### config.mk
export PLATFORM = sky130hd
export DESIGN_NAME = uart_channel_host
export DESIGN_NICKNAME = d
export VERILOG_FILES = /design/src/verilog/uart_host_fifo.v /design/src/verilog/uart_channel_host.v
export VERILOG_INCLUDE_DIRS = /design/src /design/src/verilog
export SDC_FILE = /design/constraint.sdc
export NUM_CORES = 1
export LEC_CHECK = 0
export ABC_AREA = 1
export BUFFER_PORTS_ARGS = -buffer_cell sky130_fd_sc_hd__buf_2
export CELL_PAD_IN_SITES_DETAIL_PLACEMENT = 0
export CELL_PAD_IN_SITES_GLOBAL_PLACEMENT = 1
export CORE_UTILIZATION = 55
export DETAILED_ROUTE_END_ITERATION = 8
export GPL_TIMING_DRIVEN = 0
export PLACE_DENSITY = 0.92
export SLEW_MARGIN = 10
export SYNTH_ARGS = -nofsm -noshare
export SYNTH_HDL_FRONTEND = slang
export SYNTH_HIERARCHICAL = 1
export SYNTH_SLANG_ARGS = --single-unit
export TNS_END_PERCENT = 30
### constraint.sdc
create_clock -name clk_in -period 11.5 [get_ports clk_in]
set_input_delay 0.575 -clock clk_in [delete_from_list [all_inputs] [get_ports clk_in]]
set_output_delay 0.575 -clock clk_in [all_outputs]
set_load 0.01 [all_outputs]
### src/verilog/uart_host_map.vh
// Register offsets, field positions, reset values and trigger levels
// Assumes inclusion by the channel core, which passes its FIFO sizes to the FIFO
`ifndef UART_HOST_MAP_VH
`define UART_HOST_MAP_VH
// ==========================================
// Offsets
`define OFS_DATA         3'h0
`define OFS_IRQ_ENABLE   3'h1
`define OFS_QUEUE        3'h2
`define OFS_LINE_CTRL    3'h3
`define OFS_MODEM_CTRL   3'h4
`define OFS_LINE_STATUS  3'h5
`define OFS_MODEM_STATUS 3'h6
`define OFS_SCRATCH      3'h7
`define OFS_EFR          3'h2
`define OFS_RESUME_1     3'h4
`define OFS_RESUME_2     3'h5
`define OFS_PAUSE_1      3'h6
`define OFS_PAUSE_2      3'h7
// ==========================================
// Fields and values
`define ENHANCED_KEY     8'hbf
`define LCR_DLAB_BIT     7
`define QC_ENABLE_BIT    0
`define QC_RX_RESET_BIT  1
`define QC_TX_RESET_BIT  2
`define QC_MODE_BIT      3
`define EFR_UNLOCK_BIT   4
`define IE_RX_BIT        0
`define IE_TX_BIT        1
`define IE_LINE_BIT      2
`define IE_MODEM_BIT     3
`define IE_RTS_BIT       6
`define IE_CTS_BIT       7
`define RESET_BYTE       8'h00
`define SCRATCH_RESET    8'hff
// ==========================================
// FIFO and trigger levels
`define FIFO_DEPTH       64
`define FIFO_AW          6
`define CNT_W            7
`define RX_TRIG_0        7'h08
`define RX_TRIG_1        7'h10
`define RX_TRIG_2        7'h38
`define RX_TRIG_3        7'h3c
`define TX_TRIG_0        7'h08
`define TX_TRIG_1        7'h10
`define TX_TRIG_2        7'h20
`define TX_TRIG_3        7'h38
// ==========================================
// Receiver timing in 16x ticks
`define START_SAMPLE     4'h7
`define BIT_TICKS        4'hf
`endif

### src/verilog/uart_host_fifo.v
// Synchronous FIFO with occupancy count, valid/ready both sides
// Assumes one clock; flush clears pointers and count
module uart_host_fifo #(
  parameter WIDTH = 8,
  parameter DEPTH = 64,
  parameter AW    = 6
) (
  input  wire             clk_in,
  input  wire             reset_in,
  input  wire             flush_in,
  input  wire [WIDTH-1:0] wr_data_in,
  input  wire             wr_valid_in,
  output wire             wr_ready_out,
  output wire [WIDTH-1:0] rd_data_out,
  output wire             rd_valid_out,
  input  wire             rd_ready_in,
  output wire [AW:0]      count_out
);
  reg [WIDTH-1:0] mem_reg [0:DEPTH-1];
  reg [AW-1:0]    wp_reg;
  reg [AW-1:0]    rp_reg;
  reg [AW:0]      cnt_reg;
  wire push = wr_valid_in && wr_ready_out;
  wire pop  = rd_valid_out && rd_ready_in;
  assign wr_ready_out = (cnt_reg != DEPTH[AW:0]);
  assign rd_valid_out = (cnt_reg != {(AW+1){1'b0}});
  assign rd_data_out  = mem_reg[rp_reg];
  assign count_out    = cnt_reg;
  always @(posedge clk_in) begin
    if (push)
      mem_reg[wp_reg] <= wr_data_in;
  end
  always @(posedge clk_in or posedge reset_in) begin
    if (reset_in) begin
      wp_reg  <= {AW{1'b0}};
      rp_reg  <= {AW{1'b0}};
      cnt_reg <= {(AW+1){1'b0}};
    end else if (flush_in) begin
      wp_reg  <= {AW{1'b0}};
      rp_reg  <= {AW{1'b0}};
      cnt_reg <= {(AW+1){1'b0}};
    end else begin
      if (push)
        wp_reg <= wp_reg + 1'b1;
      if (pop)
        rp_reg <= rp_reg + 1'b1;
      if (push && !pop)
        cnt_reg <= cnt_reg + 1'b1;
      else if (pop && !push)
        cnt_reg <= cnt_reg - 1'b1;
    end
  end
endmodule // uart_host_fifo

### src/verilog/uart_channel_host.v
// Host side of one UART channel: register banks, FIFOs, start check, ready pins
// Assumes a synchronous host strobe bus and a 16x tick from the baud generator
`include "uart_host_map.vh"
// Notes on behaviour
// - Enhanced bank only when line_ctrl is bf
// - Divisor bank only when line_ctrl bit7 set
// - Ready-status byte selected by own chip select
// - Host write loads tx holding if space
// - Tx holding empty flag means free space
// - Each rx holding read pops oldest character
// - Start bit checked on the eighth tick
// - Rx interrupt follows trigger level with hysteresis-free compare
// - Status source shows rx trigger while at or above
// - Data present while rx FIFO not empty
// - Polled mode: status bits serve host
// - Bits 5,6,7: tx empty, all empty, error
// - Tx empty interrupt tracks holding empty, or below tx trigger in mode 1
// - Line interrupt on character into FIFO
// - Enable bits 3-5 stored, reset zero
// - Interrupt on request-to-send falling edge
// - Interrupt on clear-to-send rising edge
// - Mode 0 ready pins follow space/data
// - Mode 1 tx ready while any space
// - Mode 1 rx ready above trigger
// - Queue bit0 gates other queue bits
// - Enhanced bit4 gates extended enable bits
// - Rx trigger 8,16,56,60
// - Tx trigger 8,16,32,56
module uart_channel_host (
  input  wire       clk_in,
  input  wire       reset_in,
  input  wire       cs_n_in,
  input  wire       ready_status_select_n_in,
  input  wire       rd_n_in,
  input  wire       wr_n_in,
  input  wire [2:0] addr_in,
  input  wire [7:0] data_in,
  output reg  [7:0] data_out,
  output reg        data_oe_out,
  input  wire [2:0] other_rx_ready_n_in,
  input  wire [2:0] other_tx_ready_n_in,
  input  wire       tick16_in,
  input  wire       rx_line_in,
  input  wire       cts_n_in,
  output reg  [7:0] tx_data_out,
  output reg        tx_valid_out,
  input  wire       tx_shifter_ready_in,
  input  wire       tx_shifter_idle_in,
  output reg        start_valid_out,
  input  wire [7:0] rx_char_in,
  input  wire       rx_char_valid_in,
  input  wire [3:0] rx_error_in,
  output reg        rts_n_out,
  output reg        irq_out,
  output reg        tx_ready_n_out,
  output reg        rx_ready_n_out
);
  // ==========================================
  // Registers
  reg [7:0] line_ctrl_reg;
  reg [7:0] irq_enable_reg;
  reg [7:0] queue_ctrl_reg;
  reg [7:0] modem_ctrl_reg;
  reg [7:0] scratch_reg;
  reg [7:0] enhanced_feature_ctrl_reg;
  reg [7:0] resume_char_1_reg;
  reg [7:0] resume_char_2_reg;
  reg [7:0] pause_char_1_reg;
  reg [7:0] pause_char_2_reg;
  reg [7:0] div_low_reg;
  reg [7:0] div_high_reg;
  reg [3:0] line_err_reg;
  reg       fifo_err_reg;
  reg       line_irq_reg;
  reg       rts_irq_reg;
  reg       cts_irq_reg;
  reg       cts_prev_reg;
  reg       rd_prev_reg;
  reg       wr_prev_reg;
  reg [1:0] rx_state_reg;
  reg [3:0] tick_cnt_reg;
  reg       rx_prev_reg;
  // ==========================================
  // Decode
  wire sel      = !cs_n_in;
  wire rd_edge  = sel && !rd_n_in && rd_prev_reg;
  wire wr_edge  = sel && !wr_n_in && wr_prev_reg;
  wire enh_bank = (line_ctrl_reg == `ENHANCED_KEY);
  wire div_bank = line_ctrl_reg[`LCR_DLAB_BIT] && !enh_bank;
  wire fifo_on  = queue_ctrl_reg[`QC_ENABLE_BIT];
  wire unlock   = enhanced_feature_ctrl_reg[`EFR_UNLOCK_BIT];
  // ==========================================
  // FIFOs
  wire [`CNT_W-1:0] tx_count;
  wire [`CNT_W-1:0] rx_count;
  wire [7:0]        rx_head;
  wire              tx_space;
  wire              tx_has;
  wire              rx_has;
  wire [7:0]        tx_head;
  wire              rx_space;
  wire wr_data = wr_edge && addr_in == `OFS_DATA && !div_bank && !enh_bank;
  wire rd_data = rd_edge && addr_in == `OFS_DATA && !div_bank && !enh_bank;
  wire qc_wr   = wr_edge && addr_in == `OFS_QUEUE && !enh_bank && !div_bank
                 && data_in[`QC_ENABLE_BIT];
  wire tx_pop  = tx_has && tx_shifter_ready_in && !tx_valid_out;
  uart_host_fifo #(.WIDTH(8), .DEPTH(`FIFO_DEPTH), .AW(`FIFO_AW)) tx_fifo (
    .clk_in       (clk_in),
    .reset_in     (reset_in),
    .flush_in     (qc_wr && data_in[`QC_TX_RESET_BIT]),
    .wr_data_in   (data_in),
    .wr_valid_in  (wr_data),
    .wr_ready_out (tx_space),
    .rd_data_out  (tx_head),
    .rd_valid_out (tx_has),
    .rd_ready_in  (tx_pop),
    .count_out    (tx_count)
  );
  uart_host_fifo #(.WIDTH(8), .DEPTH(`FIFO_DEPTH), .AW(`FIFO_AW)) rx_fifo (
    .clk_in       (clk_in),
    .reset_in     (reset_in),
    .flush_in     (qc_wr && data_in[`QC_RX_RESET_BIT]),
    .wr_data_in   (rx_char_in),
    .wr_valid_in  (rx_char_valid_in),
    .wr_ready_out (rx_space),
    .rd_data_out  (rx_head),
    .rd_valid_out (rx_has),
    .rd_ready_in  (rd_data),
    .count_out    (rx_count)
  );
  // ==========================================
  // Triggers and status
  reg [`CNT_W-1:0] rx_trig;
  reg [`CNT_W-1:0] tx_trig;
  always @* begin
    case (queue_ctrl_reg[7:6])
      2'h0:    rx_trig = `RX_TRIG_0;
      2'h1:    rx_trig = `RX_TRIG_1;
      2'h2:    rx_trig = `RX_TRIG_2;
      default: rx_trig = `RX_TRIG_3;
    endcase
    case (queue_ctrl_reg[5:4])
      2'h0:    tx_trig = `TX_TRIG_0;
      2'h1:    tx_trig = `TX_TRIG_1;
      2'h2:    tx_trig = `TX_TRIG_2;
      default: tx_trig = `TX_TRIG_3;
    endcase
  end
  // Without FIFOs the flags track empty/not empty; all 64 FIFO slots still fill
  wire rx_trig_hit = fifo_on ? (rx_count >= rx_trig) : rx_has;
  wire thr_empty   = fifo_on ? tx_space : !tx_has;
  wire tx_below    = fifo_on ? (tx_count < tx_trig) : !tx_has;
  wire tx_all_idle = !tx_has && !tx_valid_out && tx_shifter_idle_in;
  wire [7:0] line_status = {fifo_err_reg, tx_all_idle, !tx_has,
                            line_err_reg, rx_has};
  wire rx_irq  = irq_enable_reg[`IE_RX_BIT] && rx_trig_hit;
  wire tx_irq  = irq_enable_reg[`IE_TX_BIT] && (queue_ctrl_reg[`QC_MODE_BIT] && fifo_on
                 ? tx_below : thr_empty);
  wire ln_irq  = irq_enable_reg[`IE_LINE_BIT] && line_irq_reg;
  wire rts_irq = irq_enable_reg[`IE_RTS_BIT] && rts_irq_reg;
  wire cts_irq = irq_enable_reg[`IE_CTS_BIT] && cts_irq_reg;
  reg [7:0] source;
  always @* begin
    source = 8'h01;
    if (ln_irq)
      source = 8'h06;
    else if (rx_irq)
      source = 8'h04;
    else if (tx_irq)
      source = 8'h02;
    else if (rts_irq || cts_irq)
      source = 8'h20;
    if (fifo_on)
      source = source | 8'hc0;
  end
  // ==========================================
  // Read mux
  reg [7:0] rd_val;
  always @* begin
    rd_val = 8'h00;
    if (enh_bank) begin
      case (addr_in)
        `OFS_EFR:      rd_val = enhanced_feature_ctrl_reg;
        `OFS_RESUME_1: rd_val = resume_char_1_reg;
        `OFS_RESUME_2: rd_val = resume_char_2_reg;
        `OFS_PAUSE_1:  rd_val = pause_char_1_reg;
        `OFS_PAUSE_2:  rd_val = pause_char_2_reg;
        `OFS_LINE_CTRL: rd_val = line_ctrl_reg;
        default:       rd_val = 8'h00;
      endcase
    end else if (div_bank && addr_in == `OFS_DATA)
      rd_val = div_low_reg;
    else if (div_bank && addr_in == `OFS_IRQ_ENABLE)
      rd_val = div_high_reg;
    else begin
      case (addr_in)
        `OFS_DATA:         rd_val = rx_head;
        `OFS_IRQ_ENABLE:   rd_val = irq_enable_reg;
        `OFS_QUEUE:        rd_val = source;
        `OFS_LINE_CTRL:    rd_val = line_ctrl_reg;
        `OFS_MODEM_CTRL:   rd_val = modem_ctrl_reg;
        `OFS_LINE_STATUS:  rd_val = line_status;
        `OFS_MODEM_STATUS: rd_val = {!cts_n_in, 7'h00};
        default:           rd_val = scratch_reg;
      endcase
    end
  end
  wire [7:0] ready_byte = {other_rx_ready_n_in, rx_ready_n_out,
                           other_tx_ready_n_in, tx_ready_n_out};
  // ==========================================
  // Start bit check, 16x ticks
  localparam RX_IDLE  = 2'h0;
  localparam RX_CHECK = 2'h1;
  localparam RX_HOLD  = 2'h2;
  always @(posedge clk_in or posedge reset_in) begin
    if (reset_in) begin
      rx_state_reg    <= RX_IDLE;
      tick_cnt_reg    <= 4'h0;
      rx_prev_reg     <= 1'b1;
      start_valid_out <= 1'b0;
    end else begin
      rx_prev_reg     <= rx_line_in;
      start_valid_out <= 1'b0;
      case (rx_state_reg)
        RX_IDLE: if (rx_prev_reg && !rx_line_in) begin
          rx_state_reg <= RX_CHECK;
          tick_cnt_reg <= 4'h0;
        end
        RX_CHECK: if (tick16_in) begin
          tick_cnt_reg <= tick_cnt_reg + 4'h1;
          // Mid-bit sample; a glitch returns to idle as a false start
          if (tick_cnt_reg == `START_SAMPLE) begin
            if (!rx_line_in) begin
              start_valid_out <= 1'b1;
              rx_state_reg    <= RX_HOLD;
            end else
              rx_state_reg <= RX_IDLE;
          end
        end
        RX_HOLD: if (rx_char_valid_in)
          rx_state_reg <= RX_IDLE;
        default: rx_state_reg <= RX_IDLE;
      endcase
    end
  end
  // ==========================================
  // Register writes and sticky events
  always @(posedge clk_in or posedge reset_in) begin
    if (reset_in) begin
      line_ctrl_reg             <= `RESET_BYTE;
      irq_enable_reg            <= `RESET_BYTE;
      queue_ctrl_reg            <= `RESET_BYTE;
      modem_ctrl_reg            <= `RESET_BYTE;
      scratch_reg               <= `SCRATCH_RESET;
      enhanced_feature_ctrl_reg <= `RESET_BYTE;
      resume_char_1_reg         <= `RESET_BYTE;
      resume_char_2_reg         <= `RESET_BYTE;
      pause_char_1_reg          <= `RESET_BYTE;
      pause_char_2_reg          <= `RESET_BYTE;
      div_low_reg               <= `RESET_BYTE;
      div_high_reg              <= `RESET_BYTE;
      line_err_reg              <= 4'h0;
      fifo_err_reg              <= 1'b0;
      line_irq_reg              <= 1'b0;
      rts_irq_reg               <= 1'b0;
      cts_irq_reg               <= 1'b0;
      cts_prev_reg              <= 1'b0;
      rd_prev_reg               <= 1'b1;
      wr_prev_reg               <= 1'b1;
    end else begin
      rd_prev_reg  <= rd_n_in;
      wr_prev_reg  <= wr_n_in;
      cts_prev_reg <= !cts_n_in;
      if (rd_edge && addr_in == `OFS_LINE_STATUS && !enh_bank) begin
        line_err_reg <= 4'h0;
        fifo_err_reg <= 1'b0;
      end
      if (rd_edge && addr_in == `OFS_QUEUE && !enh_bank) begin
        line_irq_reg <= 1'b0;
        rts_irq_reg  <= 1'b0;
        cts_irq_reg  <= 1'b0;
      end
      if (wr_edge) begin
        if (enh_bank) begin
          case (addr_in)
            `OFS_EFR:       enhanced_feature_ctrl_reg <= data_in;
            `OFS_RESUME_1:  resume_char_1_reg <= data_in;
            `OFS_RESUME_2:  resume_char_2_reg <= data_in;
            `OFS_PAUSE_1:   pause_char_1_reg <= data_in;
            `OFS_PAUSE_2:   pause_char_2_reg <= data_in;
            `OFS_LINE_CTRL: line_ctrl_reg <= data_in;
            default:        scratch_reg <= scratch_reg;
          endcase
        end else if (div_bank && addr_in == `OFS_DATA)
          div_low_reg <= data_in;
        else if (div_bank && addr_in == `OFS_IRQ_ENABLE)
          div_high_reg <= data_in;
        else begin
          case (addr_in)
            `OFS_IRQ_ENABLE: irq_enable_reg <= unlock ? data_in
                                 : {irq_enable_reg[7:4], data_in[3:0]};
            `OFS_QUEUE: if (data_in[`QC_ENABLE_BIT])
              queue_ctrl_reg <= unlock ? {data_in[7:3], 3'h1}
                                : {data_in[7:6], queue_ctrl_reg[5:4], data_in[3], 3'h1};
            else
              queue_ctrl_reg <= `RESET_BYTE;
            `OFS_LINE_CTRL:  line_ctrl_reg <= data_in;
            `OFS_MODEM_CTRL: modem_ctrl_reg <= unlock ? data_in
                                 : {modem_ctrl_reg[7:5], data_in[4:0]};
            `OFS_SCRATCH:    scratch_reg <= data_in;
            default:         scratch_reg <= scratch_reg;
          endcase
        end
      end
      // Hardware set wins over a clearing read in the same cycle
      if (rx_char_valid_in) begin
        line_irq_reg <= 1'b1;
        line_err_reg <= line_err_reg | rx_error_in;
        if (rx_error_in != 4'h0)
          fifo_err_reg <= 1'b1;
      end
      if (!modem_ctrl_reg[1] && !rts_n_out)
        rts_irq_reg <= 1'b1;
      if (!cts_n_in && !cts_prev_reg)
        cts_irq_reg <= 1'b1;
    end
  end
  // ==========================================
  // Outputs, all from flip-flops
  always @(posedge clk_in or posedge reset_in) begin
    if (reset_in) begin
      data_out       <= 8'h00;
      data_oe_out    <= 1'b0;
      tx_data_out    <= 8'h00;
      tx_valid_out   <= 1'b0;
      rts_n_out      <= 1'b1;
      irq_out        <= 1'b0;
      tx_ready_n_out <= 1'b1;
      rx_ready_n_out <= 1'b1;
    end else begin
      data_oe_out <= (sel && !rd_n_in) || !ready_status_select_n_in;
      if (!ready_status_select_n_in)
        data_out <= ready_byte;
      else if (rd_edge)
        data_out <= rd_val;
      if (tx_pop) begin
        tx_data_out  <= tx_head;
        tx_valid_out <= 1'b1;
      end else if (tx_shifter_ready_in)
        tx_valid_out <= 1'b0;
      rts_n_out <= !modem_ctrl_reg[1];
      irq_out   <= rx_irq || tx_irq || ln_irq || rts_irq || cts_irq;
      if (fifo_on && queue_ctrl_reg[`QC_MODE_BIT]) begin
        tx_ready_n_out <= !tx_space;
        rx_ready_n_out <= !(rx_count > rx_trig);
      end else begin
        tx_ready_n_out <= !thr_empty;
        rx_ready_n_out <= !rx_has;
      end
    end
  end
endmodule // uart_channel_host

==> qor.txt, run 1 <==
Share of layout cells above drive strength 1: 9.99%
Worst-skew pair later-pin latency: 0.70 ns
CTS Buf Count: 113
Worst r2r dst: tx_fifo/mem_reg[40][3]
Synthesized area: 51,100 um2
Clock-pin transition on the worst setup and hold timing paths: 0.07 ns
Critical Path Max Stage Delay: 0.98 ns
Critical path peak fanout: 10
Initial antenna violation count: 0
Nets: 4,943
First-pass GRT wire length: 210,000 um
Total global routing overflow: 0
P&R area growth vs syn: 11.6%
Outcome: completed
Reg2Reg Setup Slack: 7.23 ns
Routed wire per std cell: 22.8 um
DR vias: 36.5k
DIE AREA: 94,100 um2
Post-CTS setup buffers: 0
Min Tclk post-route: 4.27 ns
Die Y: 307 um
Core ar.: 91,800 um2
Vias in the first global route: 34.3k
Htree depth: 3
HP Class: primary input to asynchronous set/reset pin
Slew @ Worst Pin: 1.19 ns
WP data required: 11.81 ns
Post-Syn Instances: 4,689
VDD IR max: 161 uV
# DRC: 0
Cell Chain, Critical Path: inv_2, nor3_2, nand2_1, buf_2, inv_2, buf_2, nor4_1, o21a_1, buf_6, nand4_1, nor2_1
CP endpoint kind: flop
PD cells: 232 nW/um2
Worst path bufs/invs: 5
# clock sinks: 1,197
Inserted Diodes: 0
RSZ-0062 raised after global routing: false
Worst Hold Slack: 0.0774 ns
Crit start category: flop
CP max-delay cell: nor2_1
IO Port Bufs: 62
Final ANT Viol Nets: 0
TritonCTS clock tree: yes
# rows: 111
Tcrit/Tclk final: 37.1%
Largest net degree at the start of global routing: 78
CP arrival: 4.58 ns
Post_cts resized: 0
Final Skew: 0.0188 ns
Ys Warns: 6
Final Setup Violations: 0
Synth Net Count: 4,759
Initial Util: 55.7%
Crit Path Category: flop to flop
Clock buffer depth: 3
Max-cap viol count: 0
DP Wirelength: 93,500 um
CP top delay family: simple AND/OR/NAND/NOR gates
Drt total wl: 142,000 um
Final Hold Fails: 0
R2R Path Start: line_ctrl_reg[7]
Worst r2r path cells: 11
Setup tns final: 0 ns
Die width: 307 um
Max_slew headroom: 20.4%
F_max: 234 MHz
Vias per cell: 5.88
Syn Area/Cell: 10.9 um2
Boundary Pins: 64
Clk root buf: clkbuf_16
Drt first pass iters: 7
Routability cong.: 0.963
DRT iter0 DRCs: 4,186
Levels on crit path: 11
P_leak: 22.0 nW
Fillers: 7,100
Overall routing resource usage: 30.1%
Slew Limit Fails: 0
Total power: 0.0132 W
## metrics by stage
stage          instance area, um2  utilization (%)  setup slack [ns]  instances
6_report                    57000             62.1              7.23       6209
5_1_grt                     57000             62.1              7.14       6209
4_1_cts                     57000             62.1              7.30       6209
3_5_place_dp                53100             57.8              7.25       5998
3_3_place_gp                53000             57.7              5.51       5994
2_1_floorplan               51100                -              7.34       4689
## power breakdown
part	switching, W	total [W]	internal [W]
combinational	0.00308	0.00431	0.00123
clock	0.00161	0.00387	0.00226
sequential	0.000128	0.00502	0.00490
## worst max path at each step
| stage | slack [ns] | startpoint | end |
|---|---|---|---|
| 2_1_floorplan | 7.34 | reset_in | cts_irq_reg |
| 3_3_place_gp | 5.51 | reset_in | data_out[6] |
| 3_5_place_dp | 7.25 | addr_in[1] | tx_fifo/mem_reg[40][2] |
| 4_1_cts | 7.30 | line_ctrl_reg[7] | tx_fifo/mem_reg[40][4] |
| 5_1_grt | 7.14 | tx_fifo/count_out[1] | tx_fifo/count_out[5] |
| 6_report | 7.23 | line_ctrl_reg[7] | tx_fifo/mem_reg[40][3] |
## cells in the final DEF (no fill, tap or decap), types with 46 or more instances in the layout
cell	n
buf_2	162
buf_6	61
clkbuf_1	46
clkbuf_16	116
dfrtp_1	159
edfxtp_1	1024
inv_1	125
nand2_1	1633
nand3_1	922
nor2_1	196
o21ai_0	140
## final cells by class
type                    count  area (um2)  area share [%]
flip-flops and latches   1197       35100            61.6
multi-input cells        3095       13800            24.2
clock buffers             129        2970            5.21
plain buffers             245        1610            2.82
well taps                1243        1560            2.73
clock inverters            79         900            1.58
inverters                 152         592            1.04
repair buffers             69         483           0.847
## routing by layer
layer  up-vias  part of all wire [%]  global-route usage, %
met5         -                     0                      0
met4         0                   4.7                   13.3
met3       364                   8.8                   4.21
met2      1943                    47                   48.4
met1     17600                    39                   41.3
li1      16600                     -                      -
## timing repair
action                                  in CTS  in global routing
hold buffers                                 3                  0
hold endpoints to repair                     3                  0
endpoints found under the setup margin       0                  0
(Power assumes the default switching activity.)
==> run 2, diff against run 1 <==
- CORE_UTILIZATION: 55 -> 51
- PLACE_DENSITY: 0.92 -> 0.86
- clock period: 11.5 -> 4.4 ns (I/O delays scaled with it)
==> run 2 against run 1 <==
Final cell count grew 1.4%; clock power rose to 2.6 times the previous value; clock skew up 0.029 ns; non-clock buffer count rose by 31; critical endpoint is now tx_fifo/mem_reg[36][2]; global-route usage down 2.0 points; highest routed layer unchanged; utilization fell by 4.0 points; worst setup slack lost 7.0 ns; final area is 0.73% higher; wire length increased by 0.98%; fmax rose by 2.0%; flip-flop and latch count did not move; via count fell by 0.64%.
==> qor.txt, run 2 (same netlist as run 1, synthesis figures left out) <==
Worst r2r path cells: 11 (unchanged)
Final cell count without fillers: 6,295 (+1.4%)
Post-CTS setup buffers: 0 (unchanged)
GRT met1 Usage: 38.3% (-3.0 points)
Setup ws final: 0.214 ns (-7.02 ns)
Post-CTS Hold Buffers: 33 (+30)
Worst-skew pair later-pin latency: 0.72 ns (+0.02 ns)
Worst r2r dst: tx_fifo/mem_reg[36][2]
Core ar.: 98,900 um2 (+7.7%)
Outcome: completed
Overall routing resource usage: 28.1% (-2.0 points)
CP Launch Point: line_ctrl_reg[7]
DIE AREA: 101,000 um2 (+7.8%)
Gr busiest metal: met2
Initial antenna violation count: 0 (unchanged)
Most frequent cells in the layout: nand2_1 (1,633), edfxtp_1 (1,024), nand3_1 (922)
Max-cap viol count: 0 (unchanged)
CP endpoint kind: flop
Worst path bufs/invs: 5 (unchanged)
CP arrival: 4.50 ns (-0.08 ns)
# rows: 115 (+3.6%)
DRT iter0 DRCs: 3,860 (-7.8%)
IO Port Bufs: 62 (unchanged)
DP Wirelength: 95,400 um (+2.1%)
Crit path capture: tx_fifo/mem_reg[36][2]
Met2 Use GR: 46.1% (-2.2 points)
PD cells: 602 nW/um2 (+160%)
# clock sinks: 1,197 (unchanged)
Cell Chain, Critical Path: inv_2, nor3_2, nand2_1, buf_2, inv_2, buf_2, nor4_1, o21a_1, buf_6, nand4_1, nor2_1
Levels on crit path: 11 (unchanged)
Total power: 0.0345 W (+160%)
Htree depth: 3 (unchanged)
Boundary Pins: 64 (unchanged)
FF/Latch Area: 35,100 um2 (unchanged)
Tcrit/Tclk final: 95.1% (+58 points)
Area of the multi-input gates: 13,800 um2 (about the same)
HP Class: primary input to flop
First-pass GRT wire length: 213,000 um (+1.2%)
R2R Path Start: line_ctrl_reg[7]
Clock buffer depth: 3 (unchanged)
# DRC: 0 (unchanged)
CP max-delay cell: nor2_1
RSZ-0062 raised after global routing: false
Cell Area, Placed: 53,200 um2 (+0.13%)
Routability cong.: 0.934 (-3.0%)
Met3 Use GR: 3.54% (-0.67 points)
Reg2Reg Setup Slack: 0.21 ns (-7.02 ns)
Total global routing overflow: 0 (unchanged)
CP top delay family: simple AND/OR/NAND/NOR gates
Largest net degree at the start of global routing: 73 (-6.4%)
Fillers: 8,209 (+16%)
Die Y: 319 um (+3.8%)
DR vias: 36.3k (-0.64%)
Pre-CTS WS: 0.338 ns (-6.91 ns)
Max_slew headroom: 17.3% (-3.1 points)
Min Tclk post-route: 4.19 ns (-0.0822 ns)
P&R area growth vs syn: 12.4%
Final Skew: 0.0474 ns (+0.0287 ns)
Routed wire per std cell: 22.7 um (-0.40%)
Die width: 319 um (+3.8%)
Placed cells: 6,043 (+0.75%)
Critical path peak fanout: 10 (unchanged)
Crit start category: flop
TritonCTS clock tree: yes
Crit Path Category: flop to flop
Final Setup Violations: 0 (unchanged)
Post_cts resized: 0 (unchanged)
Inserted Diodes: 0 (unchanged)
Nets: 4,979 (+0.73%)
Slew @ Worst Pin: 1.24 ns (+0.0513 ns)
Setup tns final: 0 ns (unchanged)
Initial Util: 51.7% (-4.0 points)
Clk root buf: clkbuf_16
Slew Limit Fails: 0 (unchanged)
VDD IR max: 394 uV (+140%)
Drt total wl: 143,000 um (+0.98%)
F_max: 239 MHz (+2.0%)
Final Hold Fails: 0 (unchanged)
Final ANT Viol Nets: 0 (unchanged)
Drt first pass iters: 6 (-1)
Clock-pin transition on the worst setup and hold timing paths: 0.06 ns (about the same)
Share of layout cells above drive strength 1: 9.98% (about the same)
Final non-filler cell area: 57,400 um2 (+0.73%)
Commonest non-fill, non-tap cell in the layout: nand2_1
Critical Path Max Stage Delay: 1.19 ns (+0.21 ns)
Vias in the first global route: 34.3k (+0.099%)
CTS Buf Count: 118 (+4.4%)
Vias per cell: 5.76 (-2.0%)
P_leak: 22.1 nW (+0.65%)
WP data required: 4.72 ns (-7.09 ns)
==> run 2: cell types whose count changed in the layout (fill, tap and decap cells not counted), moves of 4 or more <==
cell / previous run / this run
dlygate4sd3_1: 3 / 33
clkinv_1: 34 / 29
clkbuf_1: 46 / 60
bufinv_16: 18 / 12
clkinv_2: 21 / 26
inv_6: 8 / 4
clkbuf_16: 116 / 123
==> run 2: metrics by stage <==
step / hold slack [ns] / utilization, %
after floorplan: 0.171 / -
after global placement: 0.336 / 53.6
final: 0.0551 / 58.1
after detailed placement: 0.337 / 53.8
after CTS: 0.00105 / 58.1
after global routing: 0.0566 / 58.1
==> run 2: worst reg2reg max path, stage by stage, from the launching register on <==
cell and delay (ns):
dfrtp_1 0.49, inv_2 0.11, nor3_2 0.05, nand2_1 0.09
buf_2 0.27, inv_2 0.08, buf_2 0.19, nor4_1 0.31
o21a_1 0.21, buf_6 0.15, nand4_1 0.62, nor2_1 1.19
==> run 2: how the worst min path moves through the flow <==
stage | from | end | slack, ns | depth (start not counted)
2_1_floorplan | reset_in | rx_fifo/count_out[0] | 0.17 | 1
3_3_place_gp | wr_n_in | wr_prev_reg | 0.34 | 1
3_5_place_dp | wr_n_in | wr_prev_reg | 0.34 | 1
4_1_cts | addr_in[1] | pause_char_1_reg[5] | 0.001 | 4
5_1_grt | addr_in[1] | pause_char_1_reg[6] | 0.06 | 4
6_report | addr_in[1] | pause_char_1_reg[5] | 0.06 | 4
==> run 2: layout make-up <==
| type | count | share of cell area, % |
|---|---|---|
| Clock inverter | 67 | 1.20 |
| Sequential cell | 1197 | 61.1 |
| Tap cell | 1287 | 2.80 |
| Timing Repair Buffer | 100 | 1.39 |
| Buffer | 245 | 2.80 |
| Inverter | 152 | 1.03 |
| Clock buffer | 152 | 5.62 |
| Multi-Input combinational cell | 3095 | 24.0 |
==> run 2: power breakdown <==
group          total, W  switching, W  internal [W]  leakage (nW)
Clock            0.0101       0.00426       0.00587          1.92
Combinational    0.0113       0.00805       0.00324          8.82
Sequential       0.0131      0.000321        0.0128          11.4
==> run 2: routing by layer <==
metal | wire length, um | vias to the layer above
met5 | 0 | -
met2 | 68200 | 1691
met1 | 58000 | 17600
li1 | - | 16700
met4 | 5630 | 0
met3 | 11200 | 294
